`src/rtl/drc_pkg.sv`:
```
// Shared constants and carrier types for the dual-source reset control block.
// Assumes a single 40 MHz clock and a timer that supplies a carry set pulse.
package drc_pkg;

    // ****************************************************************
    // Timing
    // ****************************************************************
    localparam int unsigned CLK_HZ          = 40000000;
    localparam int unsigned RESTART_MS      = 50;
    localparam int unsigned DEFAULT_PERIOD_MS = 100;
    localparam int unsigned RESTART_CYCLES  = (CLK_HZ / 1000) * RESTART_MS;

    // ****************************************************************
    // Reset values and entry point
    // ****************************************************************
    localparam logic [3:0]  RATE_RESET      = 4'h0;
    localparam logic [11:0] START_ADDR      = 12'h000;

    // ****************************************************************
    // Types
    // ****************************************************************
    typedef enum logic [3:0] {
        DRC_RUN     = 4'b0001,
        DRC_CE_WAIT = 4'b0010,
        DRC_STOPPED = 4'b0100,
        DRC_HALTED  = 4'b1000
    } drc_state_t;

    typedef struct packed {
        logic halt_force_signal;
        logic ctrl_init_signal;
        logic core_init_signal;
    } drc_resets_t;

endpackage

```
`src/rtl/drc_reset_control.sv`:
```
// Reset control for a 4-bit controller: power-on, chip-enable and clock stop.
// Assumes pins arrive asynchronously and the timer carry pulse is on this clock.
//
// What this block does
// - Power-on reset initialises PC, stack, system and all control registers; start 0000H.
// - Chip-enable reset initialises PC, stack, system and some control registers; start 0000H.
// - Core initialiser follows chip-enable rise at the next carry set pulse.
// - Forced halt for power-on and clock stop, not chip-enable; ends on carry.
// - Control initialiser for power-on and clock stop, not chip-enable alone.
// - Core initialiser for chip-enable, power-on and clock stop resets.
// - Without clock stop the timer rate keeps its value; reset on its carry.
// - Program keeps running between chip-enable rise and the carry pulse.
// - Clock stop instruction asserts all three reset signals at once.
// - Control initialiser clears timer rate to zero, giving a 100 ms period.
// - After clock stop with pin low, hold forced halt, oscillator stopped.
// - Chip-enable rise ends clock stop, restarts oscillator, start at first carry after the restart count.
// - After clock stop, chip-enable reset takes effect 50 ms after pin rise.
// - Chip-enable reset acts regardless of the instruction executing.
// - Power-on initialises all writable registers; chip-enable keeps data memory.
// - Power-on reset triggers as the supply rises past its threshold.
// - While supply low, stop oscillator and hold all three reset signals.
// - Clock stop instruction acts only with chip-enable low, else no-operation.
`timescale 1ns/100ps

module drc_reset_control
    import drc_pkg::*;
#(
    parameter int unsigned RESTART_COUNT = RESTART_CYCLES
) (
    input  wire logic        clock_in,
    input  wire logic        arst_n_in,
    // Pins from outside the clock domain.
    input  wire logic        chip_enable_in,
    input  wire logic        supply_low_signal_in,
    // Strobes from the core and the timer on this clock.
    input  wire logic        carry_flag_in,
    input  wire logic        stop_exec_in,
    input  wire logic [1:0]  rate_write_data_in,
    input  wire logic        rate_write_in,
    // Internal reset signals, oscillator control, data memory clear, timer rate and start address.
    output logic             halt_force_signal_out,
    output logic             ctrl_init_signal_out,
    output logic             core_init_signal_out,
    output logic             osc_enable_out,
    output logic             data_mem_clear_out,
    output logic [3:0]       timer_rate_out,
    output logic [11:0]      start_addr_out
);

    // ****************************************************************
    // Reset release and input synchronisers
    // ****************************************************************
    logic       rst_meta_reg;
    logic       rst_n_reg;
    logic [1:0] ce_sync_reg;
    logic [1:0] low_sync_reg;
    logic       ce_prev_reg;

    always_ff @(posedge clock_in or negedge arst_n_in) begin
        if (!arst_n_in) begin
            rst_meta_reg <= 1'b0;
            rst_n_reg    <= 1'b0;
        end else begin
            rst_meta_reg <= 1'b1;
            rst_n_reg    <= rst_meta_reg;
        end
    end

    // The supply-low copy resets high, so the block leaves reset as after power loss.
    // A pin already high reads as a rise, which lands inside the power-on halt.
    always_ff @(posedge clock_in or negedge rst_n_reg) begin
        if (!rst_n_reg) begin
            ce_sync_reg  <= 2'h0;
            low_sync_reg <= 2'h3;
            ce_prev_reg  <= 1'b0;
        end else begin
            ce_sync_reg  <= {ce_sync_reg[0], chip_enable_in};
            low_sync_reg <= {low_sync_reg[0], supply_low_signal_in};
            ce_prev_reg  <= ce_sync_reg[1];
        end
    end

    wire ce_level  = ce_sync_reg[1];
    wire ce_rise   = ce_level & ~ce_prev_reg;
    wire supply_lo = low_sync_reg[1];

    // ****************************************************************
    // Decode
    // ****************************************************************
    drc_state_t  state_reg;
    drc_state_t  state_next;
    logic        pending_reg;
    logic        pending_next;
    logic        por_reg;
    logic [3:0]  rate_reg;
    // A 32-bit count covers any restart delay at this clock; it only counts down.
    logic [31:0] wait_reg;
    logic [31:0] wait_next;
    drc_resets_t rs_reg;
    drc_resets_t rs_next;

    // Clock stop is a no-operation while the pin is high.
    wire stop_ok     = stop_exec_in & ~ce_level;
    wire wait_done   = (wait_reg == 32'h0);
    wire release_ok  = carry_flag_in & wait_done;
    // A rise that lands on the same carry pulse still counts: set beats clear.
    wire pend_set    = ce_rise;

    // ****************************************************************
    // State decode
    // ****************************************************************
    // Each decision is a named wire so that the sequencer below only routes them.
    // Power loss is handled ahead of all of these and overrides them.
    wire in_run       = (state_reg == DRC_RUN);
    wire in_stopped   = (state_reg == DRC_STOPPED);
    wire in_halted    = (state_reg == DRC_HALTED);
    // Clock stop wins over a pending chip-enable reset in the same cycle.
    wire stop_take    = in_run & stop_ok;
    wire ce_fire      = in_run & ~stop_ok & pending_reg & carry_flag_in;
    // The stopped state is left by a pin rise or on the way out of power loss.
    wire wake         = in_stopped & (ce_rise | por_reg);
    wire halt_release = in_halted & release_ok;

    // ****************************************************************
    // Helpers
    // ****************************************************************
    // All three internal resets at once.
    // Power loss and clock stop both need this pattern.
    function automatic drc_resets_t all_resets();
        drc_resets_t r;
        r.halt_force_signal = 1'b1;
        r.ctrl_init_signal  = 1'b1;
        r.core_init_signal  = 1'b1;
        return r;
    endfunction

    // Only the forced halt.
    // It stands while the restart count and the carry are awaited.
    function automatic drc_resets_t halt_only();
        drc_resets_t r;
        r                   = '0;
        r.halt_force_signal = 1'b1;
        return r;
    endfunction

    // Only the core initialiser, for a chip-enable reset while running.
    function automatic drc_resets_t core_only();
        drc_resets_t r;
        r                  = '0;
        r.core_init_signal = 1'b1;
        return r;
    endfunction

    // Down-counter step that sticks at zero rather than wrapping.
    // A wrap would turn a finished restart delay into a very long one.
    function automatic logic [31:0] count_down(input logic [31:0] value);
        logic [31:0] result;
        if (value != 32'h0) begin
            result = value - 32'h1;
        end else begin
            result = 32'h0;
        end
        return result;
    endfunction

    // Software selects only the two low rate bits; the upper two stay clear.
    function automatic logic [3:0] widen_rate(input logic [1:0] sel);
        return {2'h0, sel};
    endfunction

    // ****************************************************************
    // Sequencer
    // ****************************************************************
    always_comb begin
        state_next   = state_reg;
        pending_next = pending_reg;
        wait_next    = count_down(wait_reg);
        rs_next      = '0;
        if (supply_lo) begin
            // Power loss overrides everything and rearms the restart count.
            state_next   = DRC_STOPPED;
            rs_next      = all_resets();
            pending_next = 1'b0;
            wait_next    = RESTART_COUNT;
        end else begin
            case (state_reg)
                DRC_RUN: begin
                    if (stop_take) begin
                        state_next = DRC_STOPPED;
                        rs_next    = all_resets();
                    end else if (ce_fire) begin
                        rs_next      = core_only();
                        pending_next = pend_set;
                    end else begin
                        // Program keeps running until the carry arrives.
                        pending_next = pending_reg | pend_set;
                    end
                end
                DRC_CE_WAIT: begin
                    // One settling cycle after release; a rise here is still kept.
                    state_next   = DRC_RUN;
                    pending_next = pending_reg | pend_set;
                end
                DRC_STOPPED: begin
                    // Oscillator is off; only a pin rise or power return moves on.
                    rs_next = all_resets();
                    if (wake) begin
                        state_next = DRC_HALTED;
                        wait_next  = RESTART_COUNT;
                    end
                end
                DRC_HALTED: begin
                    // Restart count first, then the carry; an early carry is ignored.
                    rs_next = halt_only();
                    if (halt_release) begin
                        state_next = DRC_CE_WAIT;
                        rs_next.core_init_signal = 1'b1;
                        pending_next = 1'b0;
                    end
                end
                default: begin
                    state_next = DRC_RUN;
                end
            endcase
        end
    end

    // ****************************************************************
    // State registers
    // ****************************************************************
    // Out of reset the block behaves as after power loss: stopped, then halted.
    always_ff @(posedge clock_in or negedge rst_n_reg) begin
        if (!rst_n_reg) begin
            state_reg <= DRC_STOPPED;
        end else begin
            state_reg <= state_next;
        end
    end

    always_ff @(posedge clock_in or negedge rst_n_reg) begin
        if (!rst_n_reg) begin
            pending_reg <= 1'b0;
        end else begin
            pending_reg <= pending_next;
        end
    end

    always_ff @(posedge clock_in or negedge rst_n_reg) begin
        if (!rst_n_reg) begin
            wait_reg <= 32'h0;
        end else begin
            wait_reg <= wait_next;
        end
    end

    // Reset outputs come from flops so that they never glitch.
    always_ff @(posedge clock_in or negedge rst_n_reg) begin
        if (!rst_n_reg) begin
            rs_reg <= '{1'b1, 1'b1, 1'b1};
        end else begin
            rs_reg <= rs_next;
        end
    end

    // Remembers whether the last entry into the stopped state was power-on.
    always_ff @(posedge clock_in or negedge rst_n_reg) begin
        if (!rst_n_reg) begin
            por_reg <= 1'b1;
        end else if (supply_lo) begin
            por_reg <= 1'b1;
        end else if (in_halted) begin
            por_reg <= 1'b0;
        end
    end

    // ****************************************************************
    // Timer rate selection
    // ****************************************************************
    // A chip-enable reset alone leaves the rate untouched.
    wire rate_clear = rs_next.ctrl_init_signal;
    wire rate_load  = rate_write_in & ~rate_clear;

    always_ff @(posedge clock_in or negedge rst_n_reg) begin
        if (!rst_n_reg) begin
            rate_reg <= RATE_RESET;
        end else if (rate_clear) begin
            rate_reg <= RATE_RESET;
        end else if (rate_load) begin
            rate_reg <= widen_rate(rate_write_data_in);
        end
    end

    // ****************************************************************
    // Outputs
    // ****************************************************************
    assign halt_force_signal_out = rs_reg.halt_force_signal;
    assign ctrl_init_signal_out  = rs_reg.ctrl_init_signal;
    assign core_init_signal_out  = rs_reg.core_init_signal;
    // The oscillator runs in every state but the stopped one, halt included.
    assign osc_enable_out        = ~in_stopped;
    // Data memory is wiped only on power-on; a chip-enable reset keeps it.
    assign data_mem_clear_out    = rs_reg.ctrl_init_signal & por_reg;
    assign timer_rate_out        = rate_reg;
    assign start_addr_out        = START_ADDR;

endmodule

```
`config.mk`:
```
export PLATFORM = sky130hd
export DESIGN_NAME = drc_reset_control
export DESIGN_NICKNAME = d
export VERILOG_FILES = /design/src/rtl/drc_pkg.sv /design/src/rtl/drc_reset_control.sv
export SDC_FILE = /design/constraint.sdc
export NUM_CORES = 1
export LEC_CHECK = 0
export BUFFER_PORTS_ARGS = -buffer_cell sky130_fd_sc_hd__buf_2
export CAP_MARGIN = 20
export CORE_ASPECT_RATIO = 0.7
export CORE_MARGIN = 5
export CORE_UTILIZATION = 35
export CTS_CLUSTER_DIAMETER = 120
export CTS_CLUSTER_SIZE = 14
export DETAILED_ROUTE_END_ITERATION = 8
export PLACE_DENSITY_LB_ADDON = 0.08
export SLEW_MARGIN = 20
export SYNTH_ARGS = -nofsm -noshare
export SYNTH_HDL_FRONTEND = slang
export SYNTH_SLANG_ARGS = --single-unit
export TNS_END_PERCENT = 50
```
`constraint.sdc`:
```
create_clock -name clock_in -period 1.97 [get_ports clock_in]
set_input_delay 0.0985 -clock clock_in [delete_from_list [all_inputs] [get_ports clock_in]]
set_output_delay 0.0985 -clock clock_in [all_outputs]
set_load 0.02 [all_outputs]
```
# ---- Word-level counts from Yosys, hierarchy flattened
# Cells that the tools add are included.
dict set report classes {
  n_mul 0
  mux 23
  shift 0
  n_div 0
  order_cmp 0
  n_reduce_logical 7
  n_addsub 1
  eq_ne 8
  bitwise_logic 18
}
# cell count
set op_table {}
lappend op_table {{$mux 32} 4}
lappend op_table {{$logic_not 32->1} 1}
lappend op_table {{$reduce_bool 32->1} 1}
lappend op_table {{$sub 32x1->32 const B} 1}
lappend op_table {{$mux 4} 6}
lappend op_table {{$pmux 4 s3} 1}
lappend op_table {{$and 1x1->1} 11}
lappend op_table {{$ne 3x2->1 const B} 3}
lappend op_table {{$pmux 3 s3} 1}
lappend op_table {{$mux 1} 8}
lappend op_table {{$mux 3} 2}
lappend op_table {{$reduce_and 3->1} 2}
lappend op_table {{$not 1->1} 5}
lappend op_table {{$eq 4x1->1 const B} 1}
lappend op_table {{$eq 4x2->1 const B} 1}
lappend op_table {{$eq 4x3->1 const B} 1}
lappend op_table {{$eq 4x4->1 const B} 1}
lappend op_table {{$reduce_bool 2->1} 2}
lappend op_table {{$reduce_bool 4->1} 1}
lappend op_table {{$ne 3x3->1 const B} 1}
lappend op_table {{$pmux 1 s3} 1}
lappend op_table {{$or 1x1->1} 2}
dict set report totals {
  output_inout_bits 21
  n_memories 0
  romBits 0
  latchBits 0
  ramBits 0
  ff_bits 52
  word_cells 70
  input_bits 9
}

# ---- Logic depth before layout (Yosys ltp)
# Gate-level depths: netlist of the first run.
dict set report logic_depth {
  ltp_word 14
  mapped_depth 8
  mapped_depth_nobuf 7
}

# ---- Least setup slack after synthesis of the first run
# No wires, ideal clock.
dict set report synth_path {
  path_type {flip-flop to flip-flop}
  from {register wait_reg[17]}
  to {register wait_reg[24]}
  path_buffers 3
  setup_ns 0.119
  required_ns 1.851
  setup_slack_ns -0.443
  t_arrival_ns 2.294
  path_stages_with_launch 9
  synth_period_minus_slack_ns 2.413
  path_cell_list {dfrtp_1 > or4_4 > or4_1 > buf_2 > nor4_4 > nand2b_1 > buf_6 > buf_12 > nor2_2}
}
dict set report synth_via {
  elab_chain_len 5
  word_cells_on_any_way 6
  classes_between {add/sub (1); mux (4); reduce/logical (1)}
}
# element line
set synth_lines {}
lappend synth_lines {{start, declared} drc_reset_control.sv:97} ;# logic [31:0] wait_reg;
lappend synth_lines {{start signal, assigned} drc_reset_control.sv:252} ;# wait_reg <= wait_next;
lappend synth_lines {{$sub 32x1->32 / $reduce_bool 32->1 (equally long branches)} {drc_reset_control.sv:159, drc_reset_control.sv:158}}
lappend synth_lines {{$mux 32 *} drc_reset_control.sv:158} ;# if (value != 32'h0) begin
lappend synth_lines {{$mux 32} drc_reset_control.sv:207} ;# if (wake) begin
lappend synth_lines {{$mux 32 *} drc_reset_control.sv:186} ;# case (state_reg)
lappend synth_lines {{$mux 32 *} drc_reset_control.sv:179} ;# if (supply_lo) begin
lappend synth_lines {{net wait_next[24]} drc_reset_control.sv:98} ;# logic [31:0] wait_next;
# The timed path passes the listed nets; every way through them passes the cells marked *.
# A chain may end at the register's enable or synchronous reset.

# ---- Final worst setup path of the first run
dict set report layout_path {
  from {register wait_reg[8]}
  to {register wait_reg[2]}
}
dict set report layout_via {
  elab_chain_len 5
}
# element line
set layout_lines {}
lappend layout_lines {{$reduce_bool 32->1 *} drc_reset_control.sv:158}
lappend layout_lines {{$mux 32 *} drc_reset_control.sv:158}
lappend layout_lines {{$mux 32} drc_reset_control.sv:207}
lappend layout_lines {{$mux 32 *} drc_reset_control.sv:186}
lappend layout_lines {{$mux 32 *} drc_reset_control.sv:179}
lappend layout_lines {{net wait_next[2]} drc_reset_control.sv:98}
# Marked as above.

==> results of run 1 <==
## how the worst max path moves through the flow
stage	endpoint	startpoint
6_report	wait_reg[2]$_DFF_PN0_	wait_reg[8]$_DFF_PN0_
5_1_grt	wait_reg[2]$_DFF_PN0_	wait_reg[8]$_DFF_PN0_
4_1_cts	wait_reg[2]$_DFF_PN0_	wait_reg[25]$_DFF_PN0_
3_5_place_dp	wait_reg[31]$_DFF_PN0_	wait_reg[17]$_DFF_PN0_
3_3_place_gp	wait_reg[31]$_DFF_PN0_	wait_reg[17]$_DFF_PN0_
2_1_floorplan	wait_reg[24]$_DFF_PN0_	wait_reg[25]$_DFF_PN0_
## kinds of logic (layout without fill, tap and decap cells)
kind of cell / Yosys count / in the layout
compound gates: 22 / 22
xor+xnor: 28 / 28
fa+ha+maj: 2 / 2
buf+inv: 24 / 80
flops: 50 / 50
mux: 2 / 2
other cells: 2 / 15
simple gates: 100 / 100
## worst max-delay path, delay by kind of cell, from the launching register on
family	cells	cell delay, ns
buffers and inverters	1	0.15
flip-flops	1	0.39
AND/OR/NAND/NOR	5	1.52
## metal layers
metal / global-route usage / up-vias
met5: 0 / -
met4: 0.0467 / 0
met3: 0.0329 / 8
met2: 0.171 / 27
met1: 0.210 / 833
li1: - / 904
## timing repair
action | in CTS | in global routing
setup endpoints to repair | 36 | 36
buffers inserted | 1 | 1
hold buffers | 3 | 0
endpoints found under the hold margin | 4 | 0
pin swaps | 4 | 4
gates resized for setup | 26 | 16
## layout by cell type (no fill, tap or decap), types with 6 or more instances in the layout
master / netlist / final
nor2_2: 20 / 21
buf_2: 2 / 15
xnor2_1: 20 / 20
xor2_1: 8 / 8
buf_4: 14 / 42
dfstp_2: 7 / 7
dfrtp_1: 43 / 42
or4_4: 1 / 6
nor2_1: 19 / 18
nor4_4: 1 / 6
conb_1: 2 / 15
nor3_1: 11 / 9
clkbuf_8: 0 / 6
o21ai_1: 0 / 8
## cells in the mapped netlist, drive strengths merged
master	n	area share
a31oi	2	0.0051
or4b	1	0.0041
or4	6	0.020
xor2	8	0.028
nand2b	2	0.0051
conb	2	0.0030
nor2b	3	0.0076
nor2	39	0.080
nor3b	1	0.0030
o41a	1	0.0046
a21oi	2	0.0041
nand2	6	0.0091
a311o	1	0.0041
inv	5	0.0076
nor4	12	0.036
nand4	4	0.010
xnor2	20	0.071
a21o	2	0.0061
nor3	11	0.022
o22ai	1	0.0025
nor4b	2	0.0071
and3	1	0.0025
and2	3	0.0076
o2111ai	1	0.0035
ha	2	0.010
or3	5	0.013
o31ai	2	0.0061
mux2i	2	0.0081
nand4b	1	0.0035
nand3	3	0.0061
dfstp	7	0.075
o21ai	9	0.018
buf	19	0.067
o21bai	1	0.0030
dfrtp	43	0.44
## final cells by class
type	count	area (um2)	area share
Inverter	5	18.8	0.00578
Multi-Input combinational cell	169	1220	0.376
Timing Repair Buffer	67	533	0.164
Clock buffer	6	82.6	0.0255
Clock inverter	2	12.5	0.00386
Tap cell	94	118	0.0363
Sequential cell	50	1260	0.389
## through the flow
stage | worst slack [ns] | setup TNS (ns) | total power (uW) | cells
global placement | -0.340 | -6.98 | 1630 | 380
detailed placement | -0.302 | -6.91 | 1630 | 380
finish | -0.210 | -6.49 | 2270 | 393
CTS | -0.202 | -5.90 | 2300 | 392
global route | -0.304 | -9.59 | 2430 | 393
floorplan | -0.374 | -9.55 | 1480 | 243
## where the power goes
group          internal (uW)  total (uW)  leakage, uW  switching (uW)
Combinational            217         499     0.000660             281
Sequential              1100        1140     0.000618            45.5
Clock                    283         628    0.0000472             345
==> metrics.cfg, run 1 <==
[layout]
largest_reg_flops = 32
n_antenna_cell = 0
area_growth_pct = 31.4
final_net_count = 309
drive_above_1_share = 0.408
final_util = 0.476
finalInstanceArea_mm2 = 0.00324
fillCellCount = 631

[worst_setup_path]
required_ns = 2.17
crit_slowest_cell = or4_4
critical_path_class = register to register
path_cells = or4_4 -> or3_4 -> nor4_4 -> nand2b_4 -> buf_8 -> nor2_1
critPathMaxFanout = 9
cp.arrival_ns = 2.38
rr_worst_depth = 6
r2r_start = wait_reg[8]$_DFF_PN0_
slowest_delay_ns = 0.53
endpoint_kind = register
worstReg2RegEnd = wait_reg[2]$_DFF_PN0_
r2r_slack_ns = -0.21
start_kind = register

[sta]
final_hold_viol_count = 0
rsz0062_at_grt = true
fin_skew_ns = 0.00856
worst_slack_ns = -0.210
fmax_mhz = 459
slew_viol_final = 0
final-setup-viol-count = 36
fin_crit_ns = 2.18
worst_hold_slack_ns = 0.0377
finalCritPeriodShare = 1.11

[detailed_routing]
routed_wl_um = 5260
antenna_left = 0
drtIter0Drc = 88
avgRoutedWirePerCell_um = 13.4
viasPerCell = 4.51
drtPass1Iterations = 4
dr_total_vias = 1772
dr_wl_met3_um = 186
wl_met1_um = 2900
highest_layer = met4
drc = 0
met2_length_um = 2110

[placed_design]
port_buffers = 15
routabilityCongestion = 0.804
dpl_cell_area_mm2 = 0.00292
place_hpwl_um = 3680

[floorplanning]
die_w_um = 110
rows = 25
die_h_um = 80.3
io_pins = 30
core_area_mm2 = 0.00682
start_util = 0.362
dieArea_mm2 = 0.00886

[logic_synthesis]
synth.avg_cell_area_um2 = 10.7
yosys_warnings = 0
synth-seq-area-share = 0.510
synth_top_family_by_area = simple AND/OR/NAND/NOR gates
synth_fa_ha_area_frac = 0.0101
synth_area_mm2 = 0.00247
synth-simple-area-share = 0.237
synth_compound_area_frac = 0.0573
synth-xor-area-share = 0.0993
yosys.cell_types.count = 41
ys_seq_elements = 50
synthMuxAreaShare = 0.00811
netlist_instances = 230

[global_route]
grt_overflow = 0
grt.total_usage = 0.133
antenna_found_initial = 0
grt_max_degree = 43
grt_pass1_vias = 1799
grt_pass1_wl_um = 8910

[cts]
cts_buffer_depth = 2
clkSinkCount = 50
path_clk_slew_ns = 0.10
tritoncts = built
cts_buffers = 5
clock-root-buffer = clkbuf_8
clk_latency_ns = 0.31
htreeDepth = 2

[job]
cap_viol_max_count = 0

[worst_hold_path]
hold_path_depth = 3
hold_path.class = input port to register
holdPathEnd = timer_rate_out[0]$_DFFE_PN0P_
min_from = rate_write_data_in[0]

[status]
status = finished, violations left
failed_checks = negative setup slack

[power]
p_leak_uw = 0.00132
power_density_mw_per_mm2 = 699
ir_drop_mv = 0.273

(Power assumes the default switching activity.)
==> inputs of run 2 (changes only) <==
CELL_PAD_IN_SITES_DETAIL_PLACEMENT = 1   (was unset)
CELL_PAD_IN_SITES_GLOBAL_PLACEMENT = 2   (was unset)
==> metrics.cfg, run 2 (synthesis gave the netlist of run 1 again) <==
[status]
status = finished, violations left
failed_checks = negative setup slack

[floorplanning]
start_util = 0.362  ; unchanged
core_area_mm2 = 0.00682  ; unchanged
rows = 25  ; unchanged
io_pins = 30  ; unchanged
die_h_um = 80.3  ; unchanged
die_w_um = 110  ; unchanged
dieArea_mm2 = 0.00886  ; unchanged

[cts]
clk_latency_ns = 0.30  ; about the same
htreeDepth = 2  ; unchanged
path_clk_slew_ns = 0.10  ; about the same
clkSinkCount = 50  ; unchanged
clock-root-buffer = clkbuf_8
tritoncts = built
cts_buffer_depth = 2  ; unchanged
cts_buffers = 5  ; unchanged

[global_route]
antenna_found_initial = 0  ; unchanged
grt_pass1_wl_um = 9830  ; +10%
grt_max_degree = 49  ; +14%
grt.total_usage = 0.145  ; +0.0123
grt_overflow = 0  ; unchanged
grt_pass1_vias = 1939  ; +7.8%

[worst_setup_path]
start_kind = register
cp.arrival_ns = 2.43  ; +0.05 ns
required_ns = 2.16  ; about the same
critPathMaxFanout = 6  ; -3
endpoint_kind = register
critical_path_class = register to register

[detailed_routing]
drtPass1Iterations = 4  ; unchanged
antenna_left = 0  ; unchanged
drc = 0  ; unchanged
routed_wl_um = 5860  ; +11%
avgRoutedWirePerCell_um = 14.8  ; +11%
viasPerCell = 4.71  ; +4.5%
drtIter0Drc = 22  ; -75%
wl_met1_um = 3010  ; +3.8%
dr_wl_met3_um = 153  ; -18%
highest_layer = met4
dr_total_vias = 1862  ; +5.1%
met2_length_um = 2670  ; +27%

[layout]
largest_reg_flops = 32  ; unchanged
drive_above_1_share = 0.415  ; +0.00726
n_antenna_cell = 0  ; unchanged
stdcell_count = 395  ; +0.51%
area_growth_pct = 33.1
mostFrequentLayoutCells = buf_4, dfrtp_1, xnor2_1, nor2_1, nor2_2
final_util = 0.482  ; +0.00624
final_net_count = 311  ; +0.65%
final_common_cell = buf_4

[sta]
finalCritPeriodShare = 1.14  ; +0.0287
fmax_mhz = 447  ; -2.5%
max_slew_margin = 0.600
rsz0062_at_grt = true
tightest_slew_ns = 0.601
final-setup-viol-count = 36  ; unchanged
fin_crit_ns = 2.24  ; +0.0566 ns
final.setup.tns_ns = -7.26  ; -0.768 ns
final_hold_viol_count = 0  ; unchanged
worst_slack_ns = -0.267  ; -0.0566 ns
fin_skew_ns = 0.00814  ; -0.000422 ns
slew_viol_final = 0  ; unchanged

[worst_hold_path]
hold_path.class = input port to register

[placed_design]
routabilityCongestion = 0.735  ; -8.6%
port_buffers = 15  ; unchanged
place_hpwl_um = 4110  ; +12%
dp.cells = 381  ; +0.26%
pre_cts_ws_ns = -0.377  ; -0.0744 ns

[job]
cap_viol_max_count = 0  ; unchanged

[power]
p_leak_uw = 0.00135  ; +1.9%
finalPower_uw = 2450  ; +7.9%
power_density_mw_per_mm2 = 745  ; +6.5%
ir_drop_mv = 0.389  ; +42%

-- run 2: path summary, 6_finish.rpt --
kind                                                  to  cells after the start                   start  slack [ns]
min                        timer_rate_out[1]$_DFFE_PN0P_                      3   rate_write_data_in[1]        0.05
max in group asynchronous         wait_reg[13]$_DFF_PN0_                      1     rst_n_reg$_DFF_PN0_        1.20
max                               wait_reg[14]$_DFF_PN0_                      6  wait_reg[13]$_DFF_PN0_       -0.27
min reg2reg                timer_rate_out[0]$_DFFE_PN0P_                      1     rst_n_reg$_DFF_PN0_        0.36
min in group asynchronous            rst_n_reg$_DFF_PN0_                      2               arst_n_in        0.10
max reg2reg                       wait_reg[14]$_DFF_PN0_                      6  wait_reg[13]$_DFF_PN0_       -0.27
-- run 2: final cells by class --
| type | count | area [um2] |
|---|---|---|
| fill | 780 | 3530 |
| sequential | 50 | 1260 |
| multi-input combinational | 169 | 1230 |
| timing repair buffer | 69 | 549 |
| tap | 94 | 118 |
| clock buffer | 5 | 68.8 |
| clock inverter | 3 | 43.8 |
| inverter | 5 | 18.8 |
-- run 2: worst max-delay path: stages, from the launching register on --
cell and delay [ns]:
dfrtp_1 0.38, or4_4 0.55, or3_4 0.42, nor4_4 0.31
nand2b_4 0.24, clkbuf_16 0.19, nor2_2 0.04
-- run 2: timing repair --
action	CTS	global route
pin swaps	2	8
cloned	1	1
setup endpoints to repair	36	36
endpoints found under the hold margin	4	0
buffers inserted	0	1
resized for setup	16	16
hold buffers	3	0
-- run 2: routing by layer --
layer / vias to the layer above / track usage
li1: 902 / -
met1: 931 / 0.208
met2: 25 / 0.226
met3: 4 / 0.0313
met4: 0 / 0.0295
met5: - / 0
-- run 2: where the power goes --
part           switching (uW)  internal (uW)
registers                42.6           1100
clock network             352            381
logic                     327            249
total                     721           1730
-- run 2: metrics by stage --
stage               instance area, um2  hold slack [ns]
floorplan                         2530           -0.197
global placement                  2930           -0.115
detailed placement                2930           -0.114
CTS                               3190           0.0320
global route                      3290           0.0455
finish                            3290           0.0510
